[src/tbrpc_defines.vh]
// Register offsets, field positions and reset values of the trace readout block
`ifndef TBRPC_DEFINES_VH
`define TBRPC_DEFINES_VH

// Byte offsets on the register port
`define TBRPC_OFS_TRACE_WORD   8'h00
`define TBRPC_OFS_FILL_COUNT   8'h02
`define TBRPC_OFS_PAGE_EXT     8'h03
`define TBRPC_OFS_CONTROL_ONE  8'h04

// Control register fields
`define TBRPC_CTL_ARM          6
`define TBRPC_CTL_BEGIN        4
`define TBRPC_CTL_BRK          3
`define TBRPC_CTL_CAP_HI       1
`define TBRPC_CTL_CAP_LO       0
`define TBRPC_CTL_RESET        8'h00
`define TBRPC_CTL_WR_MASK      8'h5b

// Fill count register fields
`define TBRPC_CNT_FULL         7
`define TBRPC_CNT_MSB          5
`define TBRPC_CNT_ZERO         6'h00
`define TBRPC_CNT_ONE          6'h01
`define TBRPC_CNT_LAST         6'h3f

// Page extension register fields
`define TBRPC_CCX_SEL_LO       6
`define TBRPC_CCX_EXT_MSB      5
`define TBRPC_CCX_RESET        8'h00

// Page selector value that enables program page comparison
`define TBRPC_PAGING_TYPE_SELECT_PROGRAM   1'b1

// Widths
`define TBRPC_ADDR_W           6
`define TBRPC_DATA_W           16
`define TBRPC_DEPTH            64

`endif

[src/tbrpc_trace_readout.v]
// Trace buffer readout, fill counter and comparator C page extension
`include "tbrpc_defines.vh"

module tbrpc_trace_readout
(
  // Clock and reset
  input wire         clk,
  input wire         nrst,
  // Register port
  input wire [7:0]   regAddr,
  input wire [15:0]  regWrData,
  input wire         regWr,
  input wire         regRd,
  input wire         regByte,
  output reg [15:0]  regRdData_q,
  // Capture side from the trigger logic
  input wire         storeValid,
  input wire [15:0]  storeWord,
  input wire         sessionEnd,
  // Core page and low comparator C match
  input wire [5:0]   programPageIndex,
  input wire         lowAddrMatch,
  // Control towards the rest of the debug unit
  output reg         armed_q,
  output reg         beginTrigger_q,
  output reg [1:0]   captureMode_q,
  output reg         breakRequest_q,
  output reg         bufferFull_q,
  output wire        compCMatch_q
);

  // Control and status state
  reg        breakEnable_q;
  reg [5:0]  validWordCount_q;
  reg [5:0]  readPtr_q;
  reg [7:0]  pageExt_q;

  reg        armed_d;
  reg        beginTrigger_d;
  reg [1:0]  captureMode_d;
  reg        breakEnable_d;
  reg        breakRequest_d;
  reg        bufferFull_d;
  reg [5:0]  validWordCount_d;
  reg [5:0]  readPtr_d;
  reg [7:0]  pageExt_d;
  reg [15:0] regRdData_d;

  // Decoded accesses
  wire       wrControl;
  wire       wrPageExt;
  wire       rdTrace;
  wire       rdTraceWord;
  wire       armSet;
  wire       storeNow;
  wire       wrapNow;
  wire [15:0] ramWord;
  wire [7:0] fillCountReg;
  wire [7:0] controlReg;

  assign wrControl = regWr && (regAddr == `TBRPC_OFS_CONTROL_ONE);
  assign wrPageExt = regWr && (regAddr == `TBRPC_OFS_PAGE_EXT);

  // Byte address 1 of the trace word is a misaligned access
  assign rdTrace = regRd &&
                   ((regAddr | 8'h01) == (`TBRPC_OFS_TRACE_WORD | 8'h01));
  assign rdTraceWord = rdTrace && !regByte &&
                       (regAddr == `TBRPC_OFS_TRACE_WORD) && !armed_q;

  assign armSet = wrControl && regWrData[`TBRPC_CTL_ARM];

  // Storage runs only while armed
  assign storeNow = armed_q && storeValid && !armSet;
  assign wrapNow = storeNow && (validWordCount_q == `TBRPC_CNT_LAST);

  assign fillCountReg = {bufferFull_q, 1'b0, validWordCount_q};
  assign controlReg = {1'b0, armed_q, 1'b0, beginTrigger_q,
                       breakEnable_q, 1'b0, captureMode_q};

  // Control register, arm handling and automatic disarm
  always @*
  begin
    armed_d = armed_q;
    beginTrigger_d = beginTrigger_q;
    captureMode_d = captureMode_q;
    breakEnable_d = breakEnable_q;
    breakRequest_d = 1'b0;
    if (wrControl)
    begin
      armed_d = regWrData[`TBRPC_CTL_ARM];
      beginTrigger_d = regWrData[`TBRPC_CTL_BEGIN];
      breakEnable_d = regWrData[`TBRPC_CTL_BRK];
      captureMode_d = regWrData[`TBRPC_CTL_CAP_HI:`TBRPC_CTL_CAP_LO];
    end
    else if (armed_q)
    begin
      // Begin-trigger session completes on the first fill
      if (wrapNow && !bufferFull_q && beginTrigger_q)
      begin
        armed_d = 1'b0;
        breakRequest_d = breakEnable_q;
      end
      // End-trigger session completes on the trigger's end event
      else if (sessionEnd && !beginTrigger_q)
      begin
        armed_d = 1'b0;
        breakRequest_d = breakEnable_q;
      end
    end
  end

  // Fill counter and full flag
  always @*
  begin
    validWordCount_d = validWordCount_q;
    bufferFull_d = bufferFull_q;
    if (armSet)
    begin
      validWordCount_d = `TBRPC_CNT_ZERO;
      bufferFull_d = 1'b0;
    end
    else if (storeNow)
    begin
      if (wrapNow)
      begin
        bufferFull_d = 1'b1;
      end
      // Begin mode stops at the first wrap; end mode keeps overwriting
      if (!(bufferFull_q && beginTrigger_q))
      begin
        validWordCount_d = validWordCount_q + `TBRPC_CNT_ONE;
      end
    end
  end

  // Read pointer: loaded with the oldest entry when storage stops
  always @*
  begin
    readPtr_d = readPtr_q;
    if (armed_q && !armed_d)
    begin
      if (bufferFull_d)
      begin
        readPtr_d = validWordCount_d;
      end
      else
      begin
        readPtr_d = `TBRPC_CNT_ZERO;
      end
    end
    else if (rdTraceWord)
    begin
      readPtr_d = readPtr_q + `TBRPC_CNT_ONE;
    end
  end

  // Page extension register
  always @*
  begin
    pageExt_d = pageExt_q;
    if (wrPageExt)
    begin
      pageExt_d = regWrData[7:0];
    end
  end

  // Read data, one cycle after the strobe
  always @*
  begin
    regRdData_d = 16'h0000;
    if (regRd)
    begin
      case (regAddr)
        `TBRPC_OFS_TRACE_WORD:
        begin
          if (rdTraceWord)
          begin
            regRdData_d = ramWord;
          end
        end
        `TBRPC_OFS_FILL_COUNT:
        begin
          regRdData_d = {8'h00, fillCountReg};
        end
        `TBRPC_OFS_PAGE_EXT:
        begin
          regRdData_d = {8'h00, pageExt_q};
        end
        `TBRPC_OFS_CONTROL_ONE:
        begin
          regRdData_d = {8'h00, controlReg};
        end
        default:
        begin
          regRdData_d = 16'h0000;
        end
      endcase
    end
  end

  always @(posedge clk or negedge nrst)
  begin
    if (!nrst)
    begin
      armed_q <= 1'b0;
      beginTrigger_q <= 1'b0;
      captureMode_q <= 2'h0;
      breakEnable_q <= 1'b0;
      breakRequest_q <= 1'b0;
      bufferFull_q <= 1'b0;
      validWordCount_q <= `TBRPC_CNT_ZERO;
      readPtr_q <= `TBRPC_CNT_ZERO;
      pageExt_q <= `TBRPC_CCX_RESET;
      regRdData_q <= 16'h0000;
    end
    else
    begin
      armed_q <= armed_d;
      beginTrigger_q <= beginTrigger_d;
      captureMode_q <= captureMode_d;
      breakEnable_q <= breakEnable_d;
      breakRequest_q <= breakRequest_d;
      bufferFull_q <= bufferFull_d;
      validWordCount_q <= validWordCount_d;
      readPtr_q <= readPtr_d;
      pageExt_q <= pageExt_d;
      regRdData_q <= regRdData_d;
    end
  end

  // Memory prefetches the next read address so back-to-back reads stay exact
  tbrpc_trace_ram uRam
  (
    .clk      (clk),
    .wrEn     (storeNow),
    .wrAddr   (validWordCount_q),
    .wrData   (storeWord),
    .rdAddr   (readPtr_d),
    .rdData_q (ramWord)
  );

  tbrpc_page_cmp uPageCmp
  (
    .clk                   (clk),
    .nrst                  (nrst),
    .pagingTypeSelect      (pageExt_q[7:`TBRPC_CCX_SEL_LO]),
    .extendedPageMatchBits (pageExt_q[`TBRPC_CCX_EXT_MSB:0]),
    .programPageIndex      (programPageIndex),
    .lowAddrMatch          (lowAddrMatch),
    .compCMatch_q          (compCMatch_q)
  );

endmodule

[src/tbrpc_trace_ram.v]
// Trace storage memory, 64 words, registered read port with write bypass
`include "tbrpc_defines.vh"

module tbrpc_trace_ram
(
  // Clock
  input wire         clk,
  // Write port
  input wire         wrEn,
  input wire [5:0]   wrAddr,
  input wire [15:0]  wrData,
  // Read port, data registered
  input wire [5:0]   rdAddr,
  output reg [15:0]  rdData_q
);

  reg [15:0] mem [0:`TBRPC_DEPTH-1];

  // No reset: contents stay undefined after reset
  always @(posedge clk)
  begin
    if (wrEn)
    begin
      mem[wrAddr] <= wrData;
    end
  end

  // Bypass keeps the prefetched word current when the same entry is written
  always @(posedge clk)
  begin
    if (wrEn && (wrAddr == rdAddr))
    begin
      rdData_q <= wrData;
    end
    else
    begin
      rdData_q <= mem[rdAddr];
    end
  end

endmodule

[src/tbrpc_page_cmp.v]
// Comparator C extended page comparison, registered match result
`include "tbrpc_defines.vh"

module tbrpc_page_cmp
(
  // Clock and reset
  input wire        clk,
  input wire        nrst,
  // Configuration
  input wire [1:0]  pagingTypeSelect,
  input wire [5:0]  extendedPageMatchBits,
  // Core side
  input wire [5:0]  programPageIndex,
  input wire        lowAddrMatch,
  // Result
  output reg        compCMatch_q
);

  wire pageEn;
  wire pageHit;
  wire compCMatch_d;

  // Only the low selector bit counts; the upper one selects unbuilt pagers
  assign pageEn = (pagingTypeSelect[0] == `TBRPC_PAGING_TYPE_SELECT_PROGRAM);
  assign pageHit = (extendedPageMatchBits == programPageIndex);
  assign compCMatch_d = lowAddrMatch & (~pageEn | pageHit);

  always @(posedge clk or negedge nrst)
  begin
    if (!nrst)
    begin
      compCMatch_q <= 1'b0;
    end
    else
    begin
      compCMatch_q <= compCMatch_d;
    end
  end

endmodule

[config.mk]
export PLATFORM = sky130hd
export DESIGN_NAME = tbrpc_trace_readout
export DESIGN_NICKNAME = d
export VERILOG_FILES = /design/src/tbrpc_trace_readout.v /design/src/tbrpc_trace_ram.v /design/src/tbrpc_page_cmp.v
export VERILOG_INCLUDE_DIRS = /design/src
export SDC_FILE = /design/constraint.sdc
export NUM_CORES = 1
export LEC_CHECK = 0
export BUFFER_PORTS_ARGS = -buffer_cell sky130_fd_sc_hd__buf_2
export CORE_AREA = 2 2 309 311
export CTS_BUF_LIST = sky130_fd_sc_hd__clkbuf_4 sky130_fd_sc_hd__clkbuf_8 sky130_fd_sc_hd__clkbuf_16
export CTS_CLUSTER_SIZE = 25
export DETAILED_ROUTE_END_ITERATION = 10
export DIE_AREA = 0 0 311 313
export GPL_TIMING_DRIVEN = 0
export HOLD_SLACK_MARGIN = 0.03
export PLACE_DENSITY_LB_ADDON = 0.25
export SLEW_MARGIN = 20
export SYNTH_ARGS = -nofsm -noshare
export SYNTH_HDL_FRONTEND = slang
export SYNTH_SLANG_ARGS = --single-unit
[constraint.sdc]
create_clock -name clk -period 2.75 [get_ports clk]
set_clock_uncertainty 0.2 [all_clocks]
set_input_delay 0 -clock clk [delete_from_list [all_inputs] [get_ports clk]]
set_output_delay 0 -clock clk [all_outputs]
set_load 0.01 [all_outputs]
Word-level counts from Yosys, hierarchy flattened
Memories as Yosys holds them, arrays and structs flattened. A register that Yosys moved wholly into a read port is not among the register bits.
Index checks and enable logic that the tools add are counted.
{"block": "word_totals", "register_bits": 44, "mem_bits_rw": 1024, "memories": 1}
{"block": "classes", "addsub": 2, "eq_ne": 5, "muxes": 22, "bitwise_logic": 3, "n_reduce_logical": 23}
{"name": "uRam.mem", "words": 64, "width": 16, "rd": 1, "rd_ports_with_merged_regs": 1, "wr": 1, "line_no": "tbrpc_trace_ram.v:17", "rtl": "reg [15:0] mem [0:`TBRPC_DEPTH-1];"}
{"op": "16-bit case mux with 4 select lines", "count": 1}
{"op": "6-bit two-way mux", "count": 6}
{"op": "16-bit two-way mux", "count": 2}
{"op": "8-bit by 2-bit == test with 1-bit output, second input constant", "count": 2}
{"op": "1-bit logical AND", "count": 15}
{"op": "1-bit two-way mux", "count": 13}
{"op": "6-bit by 1-bit adder with 6-bit output, second input constant", "count": 2}
{"op": "8-bit by 3-bit == test with 1-bit output, second input constant", "count": 1}
{"op": "8-bit logical NOT", "count": 1}
{"op": "7-bit logical NOT", "count": 1}
{"op": "6-bit == test", "count": 1}
{"op": "6-bit == test, second input constant", "count": 1}
{"op": "1-bit logical NOT", "count": 6}
{"op": "1-bit bitwise AND", "count": 1}
{"op": "1-bit NOT", "count": 1}
{"op": "1-bit bitwise OR", "count": 1}

Depth between registers and ports, before layout
{"block": "depth", "word_depth": 14, "ltp_mapped": 10, "ltp_nobuf": 6}

Cells and area by module
Synthesis repeated with hierarchy kept, for this count alone.
{"block": "hier_totals", "cells_unflattened": 2022, "hier_area_um2": 42107.9}
{"module": "tbrpc_trace_ram", "instances": 1, "cells_per_inst": 1819, "area_each_um2": 39842.0, "seq_area_each_um2": 30869.6}
{"module": "tbrpc_trace_readout", "instances": 1, "cells_per_inst": 192, "area_each_um2": 2160.8, "seq_area_each_um2": 1076.0}
{"module": "tbrpc_page_cmp", "instances": 1, "cells_per_inst": 11, "area_each_um2": 105.1, "seq_area_each_um2": 25.0}

Worst setup path before layout
No wires, ideal clock.
{"block": "synth_path", "path_type": "register -> register", "startpoint": "reg armed_q", "endpoint": "mem uRam.mem[16][0], enable pin", "setup_ns": 0.389, "arrival_time_ns": 2.164, "required_ns": 2.161, "path_slack_ns": -0.002, "stages_incl_launch_ff": 6, "path_buffers": 1, "path_cell_list": "dfrtp_1 > clkbuf_1 > nand2_1 > a211oi_1 > nand3b_1 > nor2_1"}
{"block": "synth_between", "elab_chain_cells": 4}
{"item": "start, declared", "line_no": "tbrpc_trace_readout.v:24", "rtl": "output reg armed_q,"}
{"item": "start signal, assigned", "line_no": "tbrpc_trace_readout.v:218", "rtl": "armed_q <= armed_d;"}
{"item": "1-bit logical AND (2 in a row)", "line_no": "tbrpc_trace_readout.v:73", "rtl": "assign storeNow = armed_q && storeValid && !armSet;"}
{"item": "1-bit two-way mux", "line_no": "tbrpc_trace_ram.v:22", "rtl": "if (wrEn)"}
{"item": "1-bit two-way mux (implied by the code)", "line_no": "tbrpc_trace_ram.v:24", "rtl": "mem[wrAddr] <= wrData;"}
{"item": "end, declared", "line_no": "tbrpc_trace_ram.v:17"}
No other way between the ends.

==> metrics.txt <==
final core occ 0.550; leakage power between 15 and 20 nW; fin. max-slew vios 0; grt peak-use layer met2; Synth Flop Type edfxtp_1; drt wl/cell between 30 and 40 um; Clock transition at path regs ~0.06 ns; Setup CP Type register to register; post-route ant nets 0; Std-Cell Rows between 100 and 150; I/O pin cnt 77; PwrDens roughly 650 mW/mm^2; Worst Hold Class primary input to async pin; syn nets just over 2000; via count 22767; largest net degree at the start of global routing 65; Setup Viol. Count Final 12; Final nets roughly 2400; commonest non-fill, non-tap cell in the layout edfxtp_1; Worst EP arrival about 3.2 ns; most frequent cells in the layout edfxtp_1, mux4_2, clkbuf_16; Pre-antenna DRT Iters 5; initial DRC count ~3200; TritonCTS buffer count roughly 110; cells after synthesis 2000; Synth Area per Inst roughly 21 um^2; vias in the first global route roughly 23000; H-tree depth 3; GRT Total Usage 0.258; sequential-to-total area share from yosys stat 0.762; setup TNS -0.578 ns; #FFs+latches synth 1074; CP max FO 7; worst slew pin tran 0.889 ns; Critical Path RT between 3 and 4 ns; RSZ-0062 raised after global routing true; GPL Wtd Cong ~1; failing checks negative setup slack; CP Launch Type register; worst slew margin relative to its limit 0.407; CP Capture Type register; status finished, violations left; reg-to-reg slack, setup -0.08 ns; max_cap viols 0; Fin. Hold Viols 0; core box area between 0.09 and 0.1 mm^2; number of synthesized flops with an enable pin ~1000; Netlist Area Pre-Place approximately 0.042 mm^2; Initial Util 0.446; Die Ht roughly 310 um; CTS Sinks about 1100; maximum clock path buffer count 3; FF-to-FF End regRdData_q[11]; met1 Track Usage GR 0.348; Post-DP HPWL 78800 um; peak supply drop between 0.5 and 0.6 mV; R2R cell count 8; met2 Use GR 0.417; fmax between 0.3 and 0.4 GHz; clk_lat worst skew slightly below 0.7 ns; Tmin final approximately 2.8 ns; GRT Residual Overflow 0; grt met3 use 0.0518; die extent in x just over 300 um; Root Buffer clkbuf_16; IO Port Bufs ~70; post-route setup slack -0.0778 ns; yosys warns 0; Post-synth ARST share 0.0410; final worst-path cycle share 1.03; total die area 0.0973 mm^2; drt total wl roughly 130000 um; CTS tree built; initial antenna violation count 4; post-synth cell types between 60 and 70; DRC Markers 0; Area growth syn-to-layout 23.5%; Vias/cell 6.08; layout cells sized above 1 0.364; global-route wire length before repair 175000 um
[what timing repair did]
action	4_1_cts	5_1_grt
gates cloned	1	2
endpoints found under the setup margin	1044	568
hold buffers	69	1
buffers inserted	90	24
endpoints found under the hold margin	1146	1
gates resized for setup	278	77
pin swaps	52	14
[worst max-delay path: stages, from the launching register on]
cell	delay, ns
dfxtp_2	0.33
buf_6	0.14
buf_12	0.15
buf_12	0.13
buf_16	0.14
mux4_2	0.51
mux4_2	0.57
mux2i_4	0.38
o21ai_1	0.12
[cell usage after synthesis (all sizes together) (8+ instances only)]
cell | count | area share
edfxtp | 1024 | 0.73
nor2b | 19 | 0.0028
o22ai | 10 | 0.0015
dfrtp | 44 | 0.026
a22oi | 31 | 0.0055
buf | 73 | 0.012
nor3 | 14 | 0.0017
nand4 | 12 | 0.0018
mux4 | 230 | 0.12
nand3 | 15 | 0.0018
a221oi | 10 | 0.0021
clkbuf | 30 | 0.0027
xnor2 | 8 | 0.0017
nand2 | 55 | 0.0049
a211oi | 8 | 0.0014
o21ai | 24 | 0.0029
nor2 | 91 | 0.0082
mux2 | 32 | 0.0086
mux2i | 138 | 0.033
nand2b | 14 | 0.0021
a21oi | 9 | 0.0011
[cell type report]
cell class	count	area, um^2
Multi-Input combinational cell	818	10500
Clock inverter	70	603
Sequential cell	1074	32000
Tap cell	1265	1580
Timing Repair Buffer	283	3100
Antenna cell	2	5.00
Buffer	98	1040
Fill cell	7122	42300
Inverter	5	18.8
Clock buffer	132	2960
[per-layer routing]
metal  vias up  routed length, um
li1       9115                  -
met5         -                  0
met2      1231              60900
met1     12150              49300
met4         0               5170
met3       271              10900
[metrics by stage]
stage / setup slack [ns] / cell area (um^2) / total power [mW] / hold slack, ns / instances
after global placement: -1.62 / 43900 / 19.2 / 0.0367 / 3333
after detailed placement: -1.30 / 44700 / 19.2 / -0.114 / 3362
final: -0.0778 / 51800 / 33.9 / 0.174 / 3747
after CTS: -0.144 / 51200 / 33.9 / 0.0370 / 3722
after floorplan: -0.00227 / 42000 / 18.7 / -0.496 / 2000
after global routing: -0.104 / 51800 / 34.7 / 0.217 / 3746
[report_power, final]
| part | switching (mW) | internal (mW) |
|---|---|---|
| combinational | 0.698 | 0.493 |
| clock | 6.19 | 8.56 |
| sequential | 0.0125 | 17.9 |
[sequential cells by signal (all words and copies together) (netlist names), 2 cells and up, named ones only]
| signal | count |
|---|---|
| regRdData_q | 16 |
| pageExt_q | 8 |
| captureMode_q | 2 |
| uRam.mem | 1024 |
| validWordCount_q | 6 |
| readPtr_q | 6 |
[logic make-up (layout without fill, tap and decap cells)]
logic type | after synthesis | count (layout) | synth area share
DFF | 1074 | 1074 | 0.762
muxes | 400 | 400 | 0.165
and+or+nand+nor | 270 | 270 | 0.0322
AOI/OAI and AO/OA | 131 | 131 | 0.0222
buffers and inverters | 108 | 588 | 0.0151
xor gates and xnor gates | 15 | 15 | 0.00313
adders and majority gates | 2 | 2 | 0.000596
other | 0 | 2 | 0
[worst max-delay path by stage]
stage	end	slack, ns
final	regRdData_q[11]	-0.08
after global routing	regRdData_q[10]	-0.10
after CTS	regRdData_q[10]	-0.14
after detailed placement	regRdData_q[11]	-1.30
after global placement	uRam.mem[8][12]	-1.62
after floorplan	uRam.mem[16][0]	-0.002
Power figures use the tool's default switching activity.
